[config.mk]
export PLATFORM = sky130hd
export DESIGN_NAME = dma_channel_event_flags
export DESIGN_NICKNAME = d
export VERILOG_FILES = /design/src/verilog/dma_flags_pkg.sv /design/src/verilog/dma_channel_event_flags.sv /design/src/verilog/dma_flag_cell.sv /design/src/verilog/dma_counter.sv
export SDC_FILE = /design/constraint.sdc
export NUM_CORES = 1
export LEC_CHECK = 0
export ABC_AREA = 1
export BUFFER_PORTS_ARGS = -buffer_cell sky130_fd_sc_hd__buf_2
export CORE_MARGIN = 2
export CORE_UTILIZATION = 26
export CTS_CLUSTER_DIAMETER = 120
export CTS_CLUSTER_SIZE = 8
export DETAILED_ROUTE_END_ITERATION = 16
export GPL_TIMING_DRIVEN = 0
export PLACE_DENSITY = 0.53
export SLEW_MARGIN = 10
export SYNTH_ARGS = -nofsm -noshare
export SYNTH_HDL_FRONTEND = slang
export SYNTH_SLANG_ARGS = --single-unit
[constraint.sdc]
create_clock -name MCLK_I -period 10.2 [get_ports MCLK_I]
set_clock_uncertainty 0.05 [all_clocks]
set_input_delay 2.04 -clock MCLK_I [delete_from_list [all_inputs] [get_ports MCLK_I]]
set_output_delay 2.04 -clock MCLK_I [all_outputs]
set_load 0.05 [all_outputs]
[src/verilog/dma_flags_pkg.sv]
package dma_flags_pkg;
   // ------------------------------------------------------------
   // Register map (byte addresses)
   // ------------------------------------------------------------
   localparam logic [7:0] ADDR_IRQ_CTRL = 8'h00;
   localparam logic [7:0] ADDR_IRQ_MASK = 8'h04;
   localparam logic [7:0] ADDR_SRC_START = 8'h08;
   localparam logic [7:0] ADDR_SRC_SIZE = 8'h0c;
   localparam logic [7:0] ADDR_DST_SIZE = 8'h10;
   localparam logic [7:0] ADDR_CELL_SIZE = 8'h14;
   localparam logic [7:0] ADDR_ABORT_SEL = 8'h18;
   localparam logic [7:0] ADDR_STATUS = 8'h1c;
   localparam int ADDR_W = 8;

   // ------------------------------------------------------------
   // Flag bit positions
   // ------------------------------------------------------------
   localparam int FLAG_W = 5;
   localparam int BIT_ADDR_ERR = 0;
   localparam int BIT_ABORT = 1;
   localparam int BIT_CELL = 2;
   localparam int BIT_BLOCK = 3;
   localparam int BIT_HALF = 4;

   localparam logic [31:0] SRC_START_RST = 32'h0000_0000;
   localparam logic [15:0] SIZE_RST = 16'h0000;
   localparam logic [7:0] ABORT_SEL_RST = 8'hff;
   localparam logic [FLAG_W-1:0] MASK_RST = 5'h00;
   localparam logic [1:0] RESP_OKAY = 2'b00;
   localparam logic [1:0] RESP_SLVERR = 2'b10;

   // ------------------------------------------------------------
   // Engine event carrier
   // ------------------------------------------------------------
   typedef struct packed {
      logic byte_moved;
      logic [15:0] dest_pointer;
      logic [15:0] src_pointer;
      logic pattern_match;
      logic src_addr_bad;
      logic dst_addr_bad;
   } engine_evt_t;
endpackage

[src/verilog/dma_channel_event_flags.sv]
// Contract
// - Half-full flag bit 4 sets when dest pointer equals half of dest size.
// - Block flag bit 3 sets after larger of source/dest size bytes moved.
// - Block flag bit 3 also sets when a pattern match ends transfer.
// - Cell flag bit 2 sets each time cell size bytes are moved.
// - Matching selected abort interrupt aborts channel and sets flag bit 1.
// - Address error flag bit 0 sets on invalid source or destination address.
// - Full 32-bit read/write source start address register.
`timescale 1ns/10ps
module dma_channel_event_flags (
   input wire logic MCLK_I,
   input wire logic RESET_I,
   // AXI4-Lite slave
   input wire logic [7:0] AWADDR_I,
   input wire logic AWVALID_I,
   output logic AWREADY_O,
   input wire logic [31:0] WDATA_I,
   input wire logic [3:0] WSTRB_I,
   input wire logic WVALID_I,
   output logic WREADY_O,
   output logic [1:0] BRESP_O,
   output logic BVALID_O,
   input wire logic BREADY_I,
   input wire logic [7:0] ARADDR_I,
   input wire logic ARVALID_I,
   output logic ARREADY_O,
   output logic [31:0] RDATA_O,
   output logic [1:0] RRESP_O,
   output logic RVALID_O,
   input wire logic RREADY_I,
   // Transfer engine side
   input wire dma_flags_pkg::engine_evt_t ENGINE_EVT_I,
   input wire logic CHAN_START_I,
   input wire logic [7:0] IRQ_NUM_I,
   input wire logic IRQ_VALID_I,
   output logic [31:0] SRC_START_ADDR_O,
   output logic [15:0] SOURCE_SIZE_O,
   output logic [15:0] DEST_SIZE_O,
   output logic [15:0] CELL_SIZE_O,
   output logic ABORT_REQ_O,
   output logic IRQ_O
);
   // ------------------------------------------------------------
   // Registers
   // ------------------------------------------------------------
   logic [31:0] src_start_r;
   logic [15:0] src_size_r;
   logic [15:0] dst_size_r;
   logic [15:0] cell_size_r;
   logic [7:0] abort_sel_r;
   logic [dma_flags_pkg::FLAG_W-1:0] mask_r;
   logic [dma_flags_pkg::FLAG_W-1:0] flags;
   logic [dma_flags_pkg::FLAG_W-1:0] flag_set;
   logic [dma_flags_pkg::FLAG_W-1:0] flag_clr;
   logic abort_r;

   // ------------------------------------------------------------
   // Write channel: address and data taken in either order
   // ------------------------------------------------------------
   logic aw_held_r;
   logic w_held_r;
   logic [7:0] aw_addr_r;
   logic [31:0] w_data_r;
   logic [3:0] w_strb_r;
   logic do_write;
   logic wr_ok;
   logic [31:0] wmask;

   assign AWREADY_O = !aw_held_r && !BVALID_O;
   assign WREADY_O = !w_held_r && !BVALID_O;
   assign do_write = aw_held_r && w_held_r && !BVALID_O;

   always_ff @(posedge MCLK_I or posedge RESET_I) begin
      if (RESET_I) begin
         aw_held_r <= 1'b0;
         aw_addr_r <= 8'h00;
      end else if (AWVALID_I && AWREADY_O) begin
         aw_held_r <= 1'b1;
         aw_addr_r <= AWADDR_I;
      end else if (do_write) begin
         aw_held_r <= 1'b0;
      end
   end

   always_ff @(posedge MCLK_I or posedge RESET_I) begin
      if (RESET_I) begin
         w_held_r <= 1'b0;
         w_data_r <= 32'h0000_0000;
         w_strb_r <= 4'h0;
      end else if (WVALID_I && WREADY_O) begin
         w_held_r <= 1'b1;
         w_data_r <= WDATA_I;
         w_strb_r <= WSTRB_I;
      end else if (do_write) begin
         w_held_r <= 1'b0;
      end
   end

   for (genvar b = 0; b < 4; b++) begin : g_lane
      assign wmask[8*b +: 8] = {8{w_strb_r[b]}};
   end

   always_comb begin
      unique case (aw_addr_r)
         dma_flags_pkg::ADDR_IRQ_CTRL,
         dma_flags_pkg::ADDR_IRQ_MASK,
         dma_flags_pkg::ADDR_SRC_START,
         dma_flags_pkg::ADDR_SRC_SIZE,
         dma_flags_pkg::ADDR_DST_SIZE,
         dma_flags_pkg::ADDR_CELL_SIZE,
         dma_flags_pkg::ADDR_ABORT_SEL,
         dma_flags_pkg::ADDR_STATUS: wr_ok = 1'b1;
         default: wr_ok = 1'b0;
      endcase
   end

   always_ff @(posedge MCLK_I or posedge RESET_I) begin
      if (RESET_I) begin
         BVALID_O <= 1'b0;
         BRESP_O <= dma_flags_pkg::RESP_OKAY;
      end else if (do_write) begin
         BVALID_O <= 1'b1;
         BRESP_O <= wr_ok ? dma_flags_pkg::RESP_OKAY : dma_flags_pkg::RESP_SLVERR;
      end else if (BREADY_I) begin
         BVALID_O <= 1'b0;
      end
   end

   function automatic logic [31:0] merge(input logic [31:0] old, input logic [31:0] nw,
                                         input logic [31:0] m);
      merge = (old & ~m) | (nw & m);
   endfunction

   logic wr_hit;
   assign wr_hit = do_write && wr_ok;

   always_ff @(posedge MCLK_I or posedge RESET_I) begin
      if (RESET_I) begin
         src_start_r <= dma_flags_pkg::SRC_START_RST;
      end else if (wr_hit && aw_addr_r == dma_flags_pkg::ADDR_SRC_START) begin
         src_start_r <= merge(src_start_r, w_data_r, wmask);
      end
   end

   logic [31:0] sz_src_m;
   logic [31:0] sz_dst_m;
   logic [31:0] sz_cell_m;
   logic [31:0] sel_m;
   logic [31:0] msk_m;
   assign sz_src_m = merge({16'h0000, src_size_r}, w_data_r, wmask);
   assign sz_dst_m = merge({16'h0000, dst_size_r}, w_data_r, wmask);
   assign sz_cell_m = merge({16'h0000, cell_size_r}, w_data_r, wmask);
   assign sel_m = merge({24'h000000, abort_sel_r}, w_data_r, wmask);
   assign msk_m = merge({27'h0000000, mask_r}, w_data_r, wmask);

   // A zero cell or dest size disables its cell or half-full event; the block event stops only when both sizes are zero
   always_ff @(posedge MCLK_I or posedge RESET_I) begin
      if (RESET_I) begin
         src_size_r <= dma_flags_pkg::SIZE_RST;
      end else if (wr_hit && aw_addr_r == dma_flags_pkg::ADDR_SRC_SIZE) begin
         src_size_r <= sz_src_m[15:0];
      end
   end

   always_ff @(posedge MCLK_I or posedge RESET_I) begin
      if (RESET_I) begin
         dst_size_r <= dma_flags_pkg::SIZE_RST;
      end else if (wr_hit && aw_addr_r == dma_flags_pkg::ADDR_DST_SIZE) begin
         dst_size_r <= sz_dst_m[15:0];
      end
   end

   always_ff @(posedge MCLK_I or posedge RESET_I) begin
      if (RESET_I) begin
         cell_size_r <= dma_flags_pkg::SIZE_RST;
      end else if (wr_hit && aw_addr_r == dma_flags_pkg::ADDR_CELL_SIZE) begin
         cell_size_r <= sz_cell_m[15:0];
      end
   end

   always_ff @(posedge MCLK_I or posedge RESET_I) begin
      if (RESET_I) begin
         abort_sel_r <= dma_flags_pkg::ABORT_SEL_RST;
      end else if (wr_hit && aw_addr_r == dma_flags_pkg::ADDR_ABORT_SEL) begin
         abort_sel_r <= sel_m[7:0];
      end
   end

   always_ff @(posedge MCLK_I or posedge RESET_I) begin
      if (RESET_I) begin
         mask_r <= dma_flags_pkg::MASK_RST;
      end else if (wr_hit && aw_addr_r == dma_flags_pkg::ADDR_IRQ_MASK) begin
         mask_r <= msk_m[dma_flags_pkg::FLAG_W-1:0];
      end
   end

   // Write one to clear, only on lanes that are enabled
   assign flag_clr = (wr_hit && aw_addr_r == dma_flags_pkg::ADDR_IRQ_CTRL && w_strb_r[0]) ?
                     w_data_r[dma_flags_pkg::FLAG_W-1:0] : '0;

   // ------------------------------------------------------------
   // Event detection
   // ------------------------------------------------------------
   logic [15:0] block_len;
   logic half_pt_r;
   logic block_hit;
   logic cell_hit;
   logic src_bad_r;
   logic dst_bad_r;

   // Larger of the two sizes defines the block
   assign block_len = (src_size_r > dst_size_r) ? src_size_r : dst_size_r;

   // Edge of the equality so a stalled pointer does not retrigger
   logic half_eq;
   assign half_eq = ENGINE_EVT_I.dest_pointer == {1'b0, dst_size_r[15:1]} &&
                    dst_size_r != 16'h0000;
   always_ff @(posedge MCLK_I or posedge RESET_I) begin
      if (RESET_I) begin
         half_pt_r <= 1'b0;
      end else begin
         half_pt_r <= half_eq;
      end
   end

   dma_counter u_block_cnt (
      .clk_i(MCLK_I),
      .rst_i(RESET_I),
      .restart_i(CHAN_START_I),
      .step_i(ENGINE_EVT_I.byte_moved),
      .limit_i(block_len),
      .hit_o(block_hit)
   );

   dma_counter u_cell_cnt (
      .clk_i(MCLK_I),
      .rst_i(RESET_I),
      .restart_i(CHAN_START_I),
      .step_i(ENGINE_EVT_I.byte_moved),
      .limit_i(cell_size_r),
      .hit_o(cell_hit)
   );

   always_ff @(posedge MCLK_I or posedge RESET_I) begin
      if (RESET_I) begin
         src_bad_r <= 1'b0;
         dst_bad_r <= 1'b0;
      end else begin
         src_bad_r <= ENGINE_EVT_I.src_addr_bad;
         dst_bad_r <= ENGINE_EVT_I.dst_addr_bad;
      end
   end

   // Abort request to the engine is registered: high one cycle after each cycle of a matching valid interrupt
   always_ff @(posedge MCLK_I or posedge RESET_I) begin
      if (RESET_I) begin
         abort_r <= 1'b0;
      end else begin
         abort_r <= IRQ_VALID_I && IRQ_NUM_I == abort_sel_r;
      end
   end
   assign ABORT_REQ_O = abort_r;

   always_comb begin
      flag_set = '0;
      flag_set[dma_flags_pkg::BIT_HALF] = half_eq && !half_pt_r;
      flag_set[dma_flags_pkg::BIT_BLOCK] = block_hit
                                           || ENGINE_EVT_I.pattern_match;
      flag_set[dma_flags_pkg::BIT_CELL] = cell_hit;
      flag_set[dma_flags_pkg::BIT_ABORT] = abort_r;
      flag_set[dma_flags_pkg::BIT_ADDR_ERR] = src_bad_r || dst_bad_r;
   end

   for (genvar i = 0; i < dma_flags_pkg::FLAG_W; i++) begin : g_flag
      dma_flag_cell u_flag (
         .clk_i(MCLK_I),
         .rst_i(RESET_I),
         .set_i(flag_set[i]),
         .clr_i(flag_clr[i]),
         .flag_o(flags[i])
      );
   end

   // Level interrupt while any unmasked flag is pending
   // Registered so the pin never glitches; it trails the flags by one cycle
   always_ff @(posedge MCLK_I or posedge RESET_I) begin
      if (RESET_I) begin
         IRQ_O <= 1'b0;
      end else begin
         IRQ_O <= |(flags & mask_r);
      end
   end

   // ------------------------------------------------------------
   // Read channel
   // ------------------------------------------------------------
   logic [31:0] rd_val;
   logic rd_ok;

   assign ARREADY_O = !RVALID_O;

   always_comb begin
      rd_ok = 1'b1;
      unique case (ARADDR_I)
         dma_flags_pkg::ADDR_IRQ_CTRL: rd_val = {27'h0000000, flags};
         dma_flags_pkg::ADDR_IRQ_MASK: rd_val = {27'h0000000, mask_r};
         dma_flags_pkg::ADDR_SRC_START: rd_val = src_start_r;
         dma_flags_pkg::ADDR_SRC_SIZE: rd_val = {16'h0000, src_size_r};
         dma_flags_pkg::ADDR_DST_SIZE: rd_val = {16'h0000, dst_size_r};
         dma_flags_pkg::ADDR_CELL_SIZE: rd_val = {16'h0000, cell_size_r};
         dma_flags_pkg::ADDR_ABORT_SEL: rd_val = {24'h000000, abort_sel_r};
         dma_flags_pkg::ADDR_STATUS: rd_val = {27'h0000000, flags & mask_r};
         default: begin
            rd_val = 32'h0000_0000;
            rd_ok = 1'b0;
         end
      endcase
   end

   always_ff @(posedge MCLK_I or posedge RESET_I) begin
      if (RESET_I) begin
         RVALID_O <= 1'b0;
         RDATA_O <= 32'h0000_0000;
         RRESP_O <= dma_flags_pkg::RESP_OKAY;
      end else if (ARVALID_I && ARREADY_O) begin
         RVALID_O <= 1'b1;
         RDATA_O <= rd_val;
         RRESP_O <= rd_ok ? dma_flags_pkg::RESP_OKAY : dma_flags_pkg::RESP_SLVERR;
      end else if (RREADY_I) begin
         RVALID_O <= 1'b0;
      end
   end

   // ------------------------------------------------------------
   // Engine configuration outputs
   // ------------------------------------------------------------
   // Address is passed as written; it must already be a physical one
   assign SRC_START_ADDR_O = src_start_r;
   assign SOURCE_SIZE_O = src_size_r;
   assign DEST_SIZE_O = dst_size_r;
   assign CELL_SIZE_O = cell_size_r;
endmodule

[src/verilog/dma_flag_cell.sv]
`timescale 1ns/10ps
module dma_flag_cell (
   input wire logic clk_i,
   input wire logic rst_i,
   input wire logic set_i,
   input wire logic clr_i,
   output logic flag_o
);
   // Set wins over a clear in the same cycle so no event is lost
   always_ff @(posedge clk_i or posedge rst_i) begin
      if (rst_i) begin
         flag_o <= 1'b0;
      end else if (set_i) begin
         flag_o <= 1'b1;
      end else if (clr_i) begin
         flag_o <= 1'b0;
      end
   end
endmodule

[src/verilog/dma_counter.sv]
`timescale 1ns/10ps
module dma_counter (
   input wire logic clk_i,
   input wire logic rst_i,
   input wire logic restart_i,
   input wire logic step_i,
   input wire logic [15:0] limit_i,
   output logic hit_o
);
   // ------------------------------------------------------------
   // Byte counter wrapping at limit, pulses on each wrap
   // ------------------------------------------------------------
   logic [15:0] cnt_r;
   logic [15:0] cnt_nxt;

   assign cnt_nxt = cnt_r + 16'h0001;

   always_ff @(posedge clk_i or posedge rst_i) begin
      if (rst_i) begin
         cnt_r <= 16'h0000;
         hit_o <= 1'b0;
      end else if (restart_i) begin
         cnt_r <= 16'h0000;
         hit_o <= 1'b0;
      end else begin
         hit_o <= 1'b0;
         if (step_i) begin
            if (limit_i != 16'h0000 && cnt_nxt >= limit_i) begin
               cnt_r <= 16'h0000;
               hit_o <= 1'b1;
            end else begin
               cnt_r <= cnt_nxt;
            end
         end
      end
   end
endmodule

# == After elaboration in Yosys (flattened, before gate mapping) ==
# Memories as Yosys holds them, arrays and structs flattened.
# Index checks and enable logic that the tools add are counted.
# Widths: inputs -> output; s select.
# op_classes
n_addsub,2
magnitude_cmp,3
n_eq_ne,15
muxes,36
bitwise,15
reduce_logical,46
# ops
op,count
$pmux 32 s8,1
$mux 16,7
$and 32x32->32,2
$eq 8x5->1 const B,7
$and 16x16->16,3
$or 16x16->16,3
$reduce_bool 16->1,3
$add 16x1->16 const B,2
$eq 8x4->1 const B,4
$ge 16x16->1,2
$not 32->32,1
$or 32x32->32,1
$mux 1,25
$logic_and 1x1->1,21
$reduce_bool 2->1,10
$eq 16x15->1,1
$eq 8x3->1 const B,2
$gt 16x16->1,1
$logic_not 8->1,2
$and 5x5->5,2
$and 8x8->8,1
$eq 8x8->1,1
$or 8x8->8,1
$reduce_or 8->1,1
7 further kinds,13
# word_totals
register_bits,221
rom_bits,32
in_bits,105
out_inout_bits,123
word_cells,148
mem_count,1
# mem_list
name,depth,word_bits,read_ports,rd_clocked_by_memory_dff,wr,line,rtl
(name not given),32,1,1,0,0,dma_channel_event_flags.sv:104,unique case (aw_addr_r)

# == Depth between registers and ports, before layout ==
# depth
ltp_word,8
mapped_depth,27
mapped_depth_nobuf,25

# == Modules after synthesis ==
# From an unflattened synthesis, not the netlist that was laid out.
# unflattened
cells_unflattened,1565
hier_area_um2,12319.3
# modules_own_cells
mod,instances,cells_each,area_each_um2,seq_area_each_um2
dma_channel_event_flags,1,1033,8899.8,4514.3
dma_counter,2,251,1600.3,425.4
dma_flag_cell,5,6,43.8,25.0

# == Worst setup path before layout ==
# OpenSTA, ideal clock, no wires.
# synth_path
kind,input to register
start,in ARADDR_I[1]
end,reg RDATA_O[16]
setup_ns,0.066
t_arrival_ns,3.357
required_time_ns,10.084
path_slack_ns,6.727
path_stages,8
path_buffers,2
path_cell_list,or2_2 nor3_1 nand2_1 inv_1 clkbuf_1 buf_2 nand3_1 nand2_1
# synth_between
elab_chain_cells,2
elab_cells_between_ends,9
classes_between,eq/ne: 7; mux: 1; reduce/logical: 1
# synth_lines
item,line,rtl
from (decl),dma_channel_event_flags.sv:24,"input wire logic [7:0] ARADDR_I,"
"$eq 8x5->1, or another cell as far along",dma_channel_event_flags.sv:304,unique case (ARADDR_I)
$pmux 32 s8 (*),dma_channel_event_flags.sv:304,
to (signal assigned),dma_channel_event_flags.sv:327,RDATA_O <= rd_val;
to (decl),dma_channel_event_flags.sv:27,"output logic [31:0] RDATA_O,"
# Mark *: on every way between the ends. The rest lies on a longest branch, timed or not.
# A chain may end at the register's enable or synchronous reset.

# == Worst setup path after layout ==
# layout_path
start,reg u_cell_cnt.cnt_r[0]
end,reg u_cell_cnt.cnt_r[4]
# layout_between
elab_chain_cells,6
# layout_lines
item,line,rtl
from (decl),dma_counter.sv:13,logic [15:0] cnt_r;
from (signal assigned),dma_counter.sv:32,cnt_r <= cnt_nxt;
$add 16x1->16 (*),dma_counter.sv:16,assign cnt_nxt = cnt_r + 16'h0001;
$ge 16x16->1,dma_counter.sv:28,if (limit_i != 16'h0000 && cnt_nxt >= limit_i) begin
$logic_and 1x1->1,dma_counter.sv:28,
$mux 16 (*),dma_counter.sv:28,
$mux 16 (*),dma_counter.sv:27,if (step_i) begin
$mux 16 (*),dma_counter.sv:22,end else if (restart_i) begin
# Mark *: on every way between the ends. The rest lies on a longest branch, timed or not. The select of a mux whose other input is x is not followed.

==> qor.csv <==
metric;value;unit
first_global_vias;9846;
whs;0.4027;ns
synth_area;11190;sq um
wl_met2;18.27;mm
tightest_slew;0.8094;ns
cts_buffer_depth;3;
avgRoutedWirePerCell;18.00;um
nets;1754;
drcViolationCount;0;
synth.yosys.warnings;0;
vias_per_cell;4.641;
min_period;3.774;ns
post-route-cell-area;13800;sq um
clock-sinks;219;
required;10.58;ns
worstSetupEndpointType;flop;
grtUsageTotal;0.1730;
crit_fanout;10;
arrival;4.15;ns
wl_met1;16.73;mm
grt_start_max_net_pins;116;
seq_area_frac_synth;0.4906;
wl;38.84;mm
cts_tree;yes;
initialDrtViolationCount;616;
synth_area_per_cell;8.259;sq um
p_per_area;177.3;nW/um^2
io_buffers;209;
dp_slack;5.966;ns
maxSlewHeadroom;0.4584;
antenna_found_initial;3;
finalHoldViolations;0;
mostFrequentLayoutCell;nand2_1;
dp_cells;2112;
core_area;42790;sq um
die_h;211.5;um
place_area;12960;sq um
area.growth.synth_to_final;23.30;%
cts_resized;0;
finalMaxSlewViolations;0;
ir_drop;0.0001247;V
gp_congestion;0.8929;
start_util;0.2615;
dieArea;44720;sq um
clk_transition_reported_paths;0.05;ns
finalSetupViolations;0;
ios;228;
path_class;flop to flop;
syn-instance-count;1355;
clock_latency;0.56;ns
htree_levels;1;
wl_met3;2.748;mm
num_rows;76;
grt_pass1_wl;58.82;mm
cts_inserted_buffers;31;
fin_crit_sh;0.3700;
hold_path.class;flop to flop;
hpwl;30.12;mm
fin_cells;2158;
dr.pass1.iters;5;
die_width;211.5;um
drv_cap;0;
final_core_util;0.3225;
drive_gt1_frac;0.1806;
status;completed;
layout_setup_ws;6.426;ns
clockRootBuffer;clkbuf_16;
vias;10020;
power_leakage;7.060;nW
synth_seq_cells;219;
ant_nets;0;
cts_hold_buffers;0;
startpoint_type;flop;
rsz0062_at_grt;no;
synth.distinct_cells;45;
mostFrequentLayoutCells;nand2_1 (345), buf_2 (213), dfrtp_1 (211);
highest_layer;met5;
cts_setup_buffers;0;
fmax;0.2650;GHz
overflow;0;
## synth_stat cells, drive strengths merged
cell,count,area (sq um)
nand2,348,1329
dfrtp,211,5280
inv,160,600.6
o21ai,142,710.7
nor2,102,387.9
nand3,88,445.4
a21oi,62,310.3
ha,50,625.6
clkbuf,34,127.6
xor2,26,227.7
nor3,24,166.4
nand4,14,87.58
o22ai,14,87.58
mux2,11,123.9
buf,10,68.81
a221oi,9,78.83
nor4,9,56.30
dfstp,8,210.2
xnor2,5,43.79
a211oi,3,22.52
a22o,3,26.28
o221ai,3,26.28
or2,3,18.77
a21o,2,15.01
clkinv,2,7.510
o2111ai,2,17.52
a2111o,1,11.26
a2111oi,1,8.760
a31o,1,8.760
a31oi,1,6.260
conb,1,3.750
nand3b,1,7.510
nor3b,1,7.510
o2111a,1,11.26
o21a,1,7.510
o41ai,1,16.27
## through the flow
stage | total power, W | setup TNS (ns)
final | 0.002446 | 0
after global routing | 0.002576 | 0
after CTS | 0.002479 | 0
after detailed placement | 0.001543 | 0
after global placement | 0.001528 | -114.97
after floorplan | 0.001361 | 0
## power breakdown
part / internal [W] / switching [W] / total [W]
Combinational: 0.000136 / 0.000364 / 0.000500
Clock: 0.000546 / 0.000379 / 0.000925
Sequential: 0.000973 / 0.0000480 / 0.00102
Total: 0.00165 / 0.000792 / 0.00245
## critical path, stage by stage (launching register included)
cell and delay (ns):
dfrtp_1 0.43, ha_1 0.21, nand3_1 0.13, nor3_1 0.26
nand3_1 0.19, nor3_2 0.20, nand3_1 0.14, nor2_1 0.14
xor2_1 0.15, inv_1 0.08, ha_1 0.27, nand2_1 0.05
inv_1 0.05, nand3_1 0.07, nor3_1 0.33, nand2_1 0.09
nand3_1 0.11, o41ai_2 0.16, clkbuf_1 0.29, nand3_1 0.12
o21ai_0 0.10
## final timing paths
check	from	slack (ns)	cells past startpoint	end
max	u_cell_cnt.cnt_r[0]$_DFFE_PP0P_	6.43	20	u_cell_cnt.cnt_r[4]$_DFFE_PP0P_
max in group asynchronous	RESET_I	7.48	3	asynchronous set/reset pin
min reg2reg	src_bad_r$_DFF_PP0_	0.40	2	g_flag[0].u_flag.flag_o$_DFFE_PP0P_
min	src_bad_r$_DFF_PP0_	0.40	2	g_flag[0].u_flag.flag_o$_DFFE_PP0P_
max reg2reg	u_cell_cnt.cnt_r[0]$_DFFE_PP0P_	6.43	20	u_cell_cnt.cnt_r[4]$_DFFE_PP0P_
min in group asynchronous	RESET_I	1.55	2	BVALID_O$_DFFE_PP0P_
## layout make-up
type / count / area [sq um]
multi-input cells: 931 / 4900
inverters: 162 / 615.6
repair buffers: 210 / 1074
fillers: 4635 / 28990
flip-flops and latches: 219 / 5490
clock inverters: 2 / 16.27
plain buffers: 44 / 196.4
well taps: 546 / 683.2
diodes: 1 / 2.502
clock buffers: 43 / 820.8
## logic make-up after synthesis
group,count (synthesis),synth area share
AO/OA/AOI/OAI,247,0.1220
flip-flops,219,0.4906
XOR/XNOR,31,0.02426
other,1,0.0003351
buffers and inverters,206,0.07189
adder cells (fa/ha/maj),50,0.05590
AND/OR/NAND/NOR,590,0.2239
multiplexers,11,0.01107
## metal layers
metal	track usage	up-vias
met4	0.05124	6
met5	0	-
met1	0.2199	4755
met2	0.2883	260
li1	-	4929
met3	0.04539	65
(Power assumes the default switching activity.)
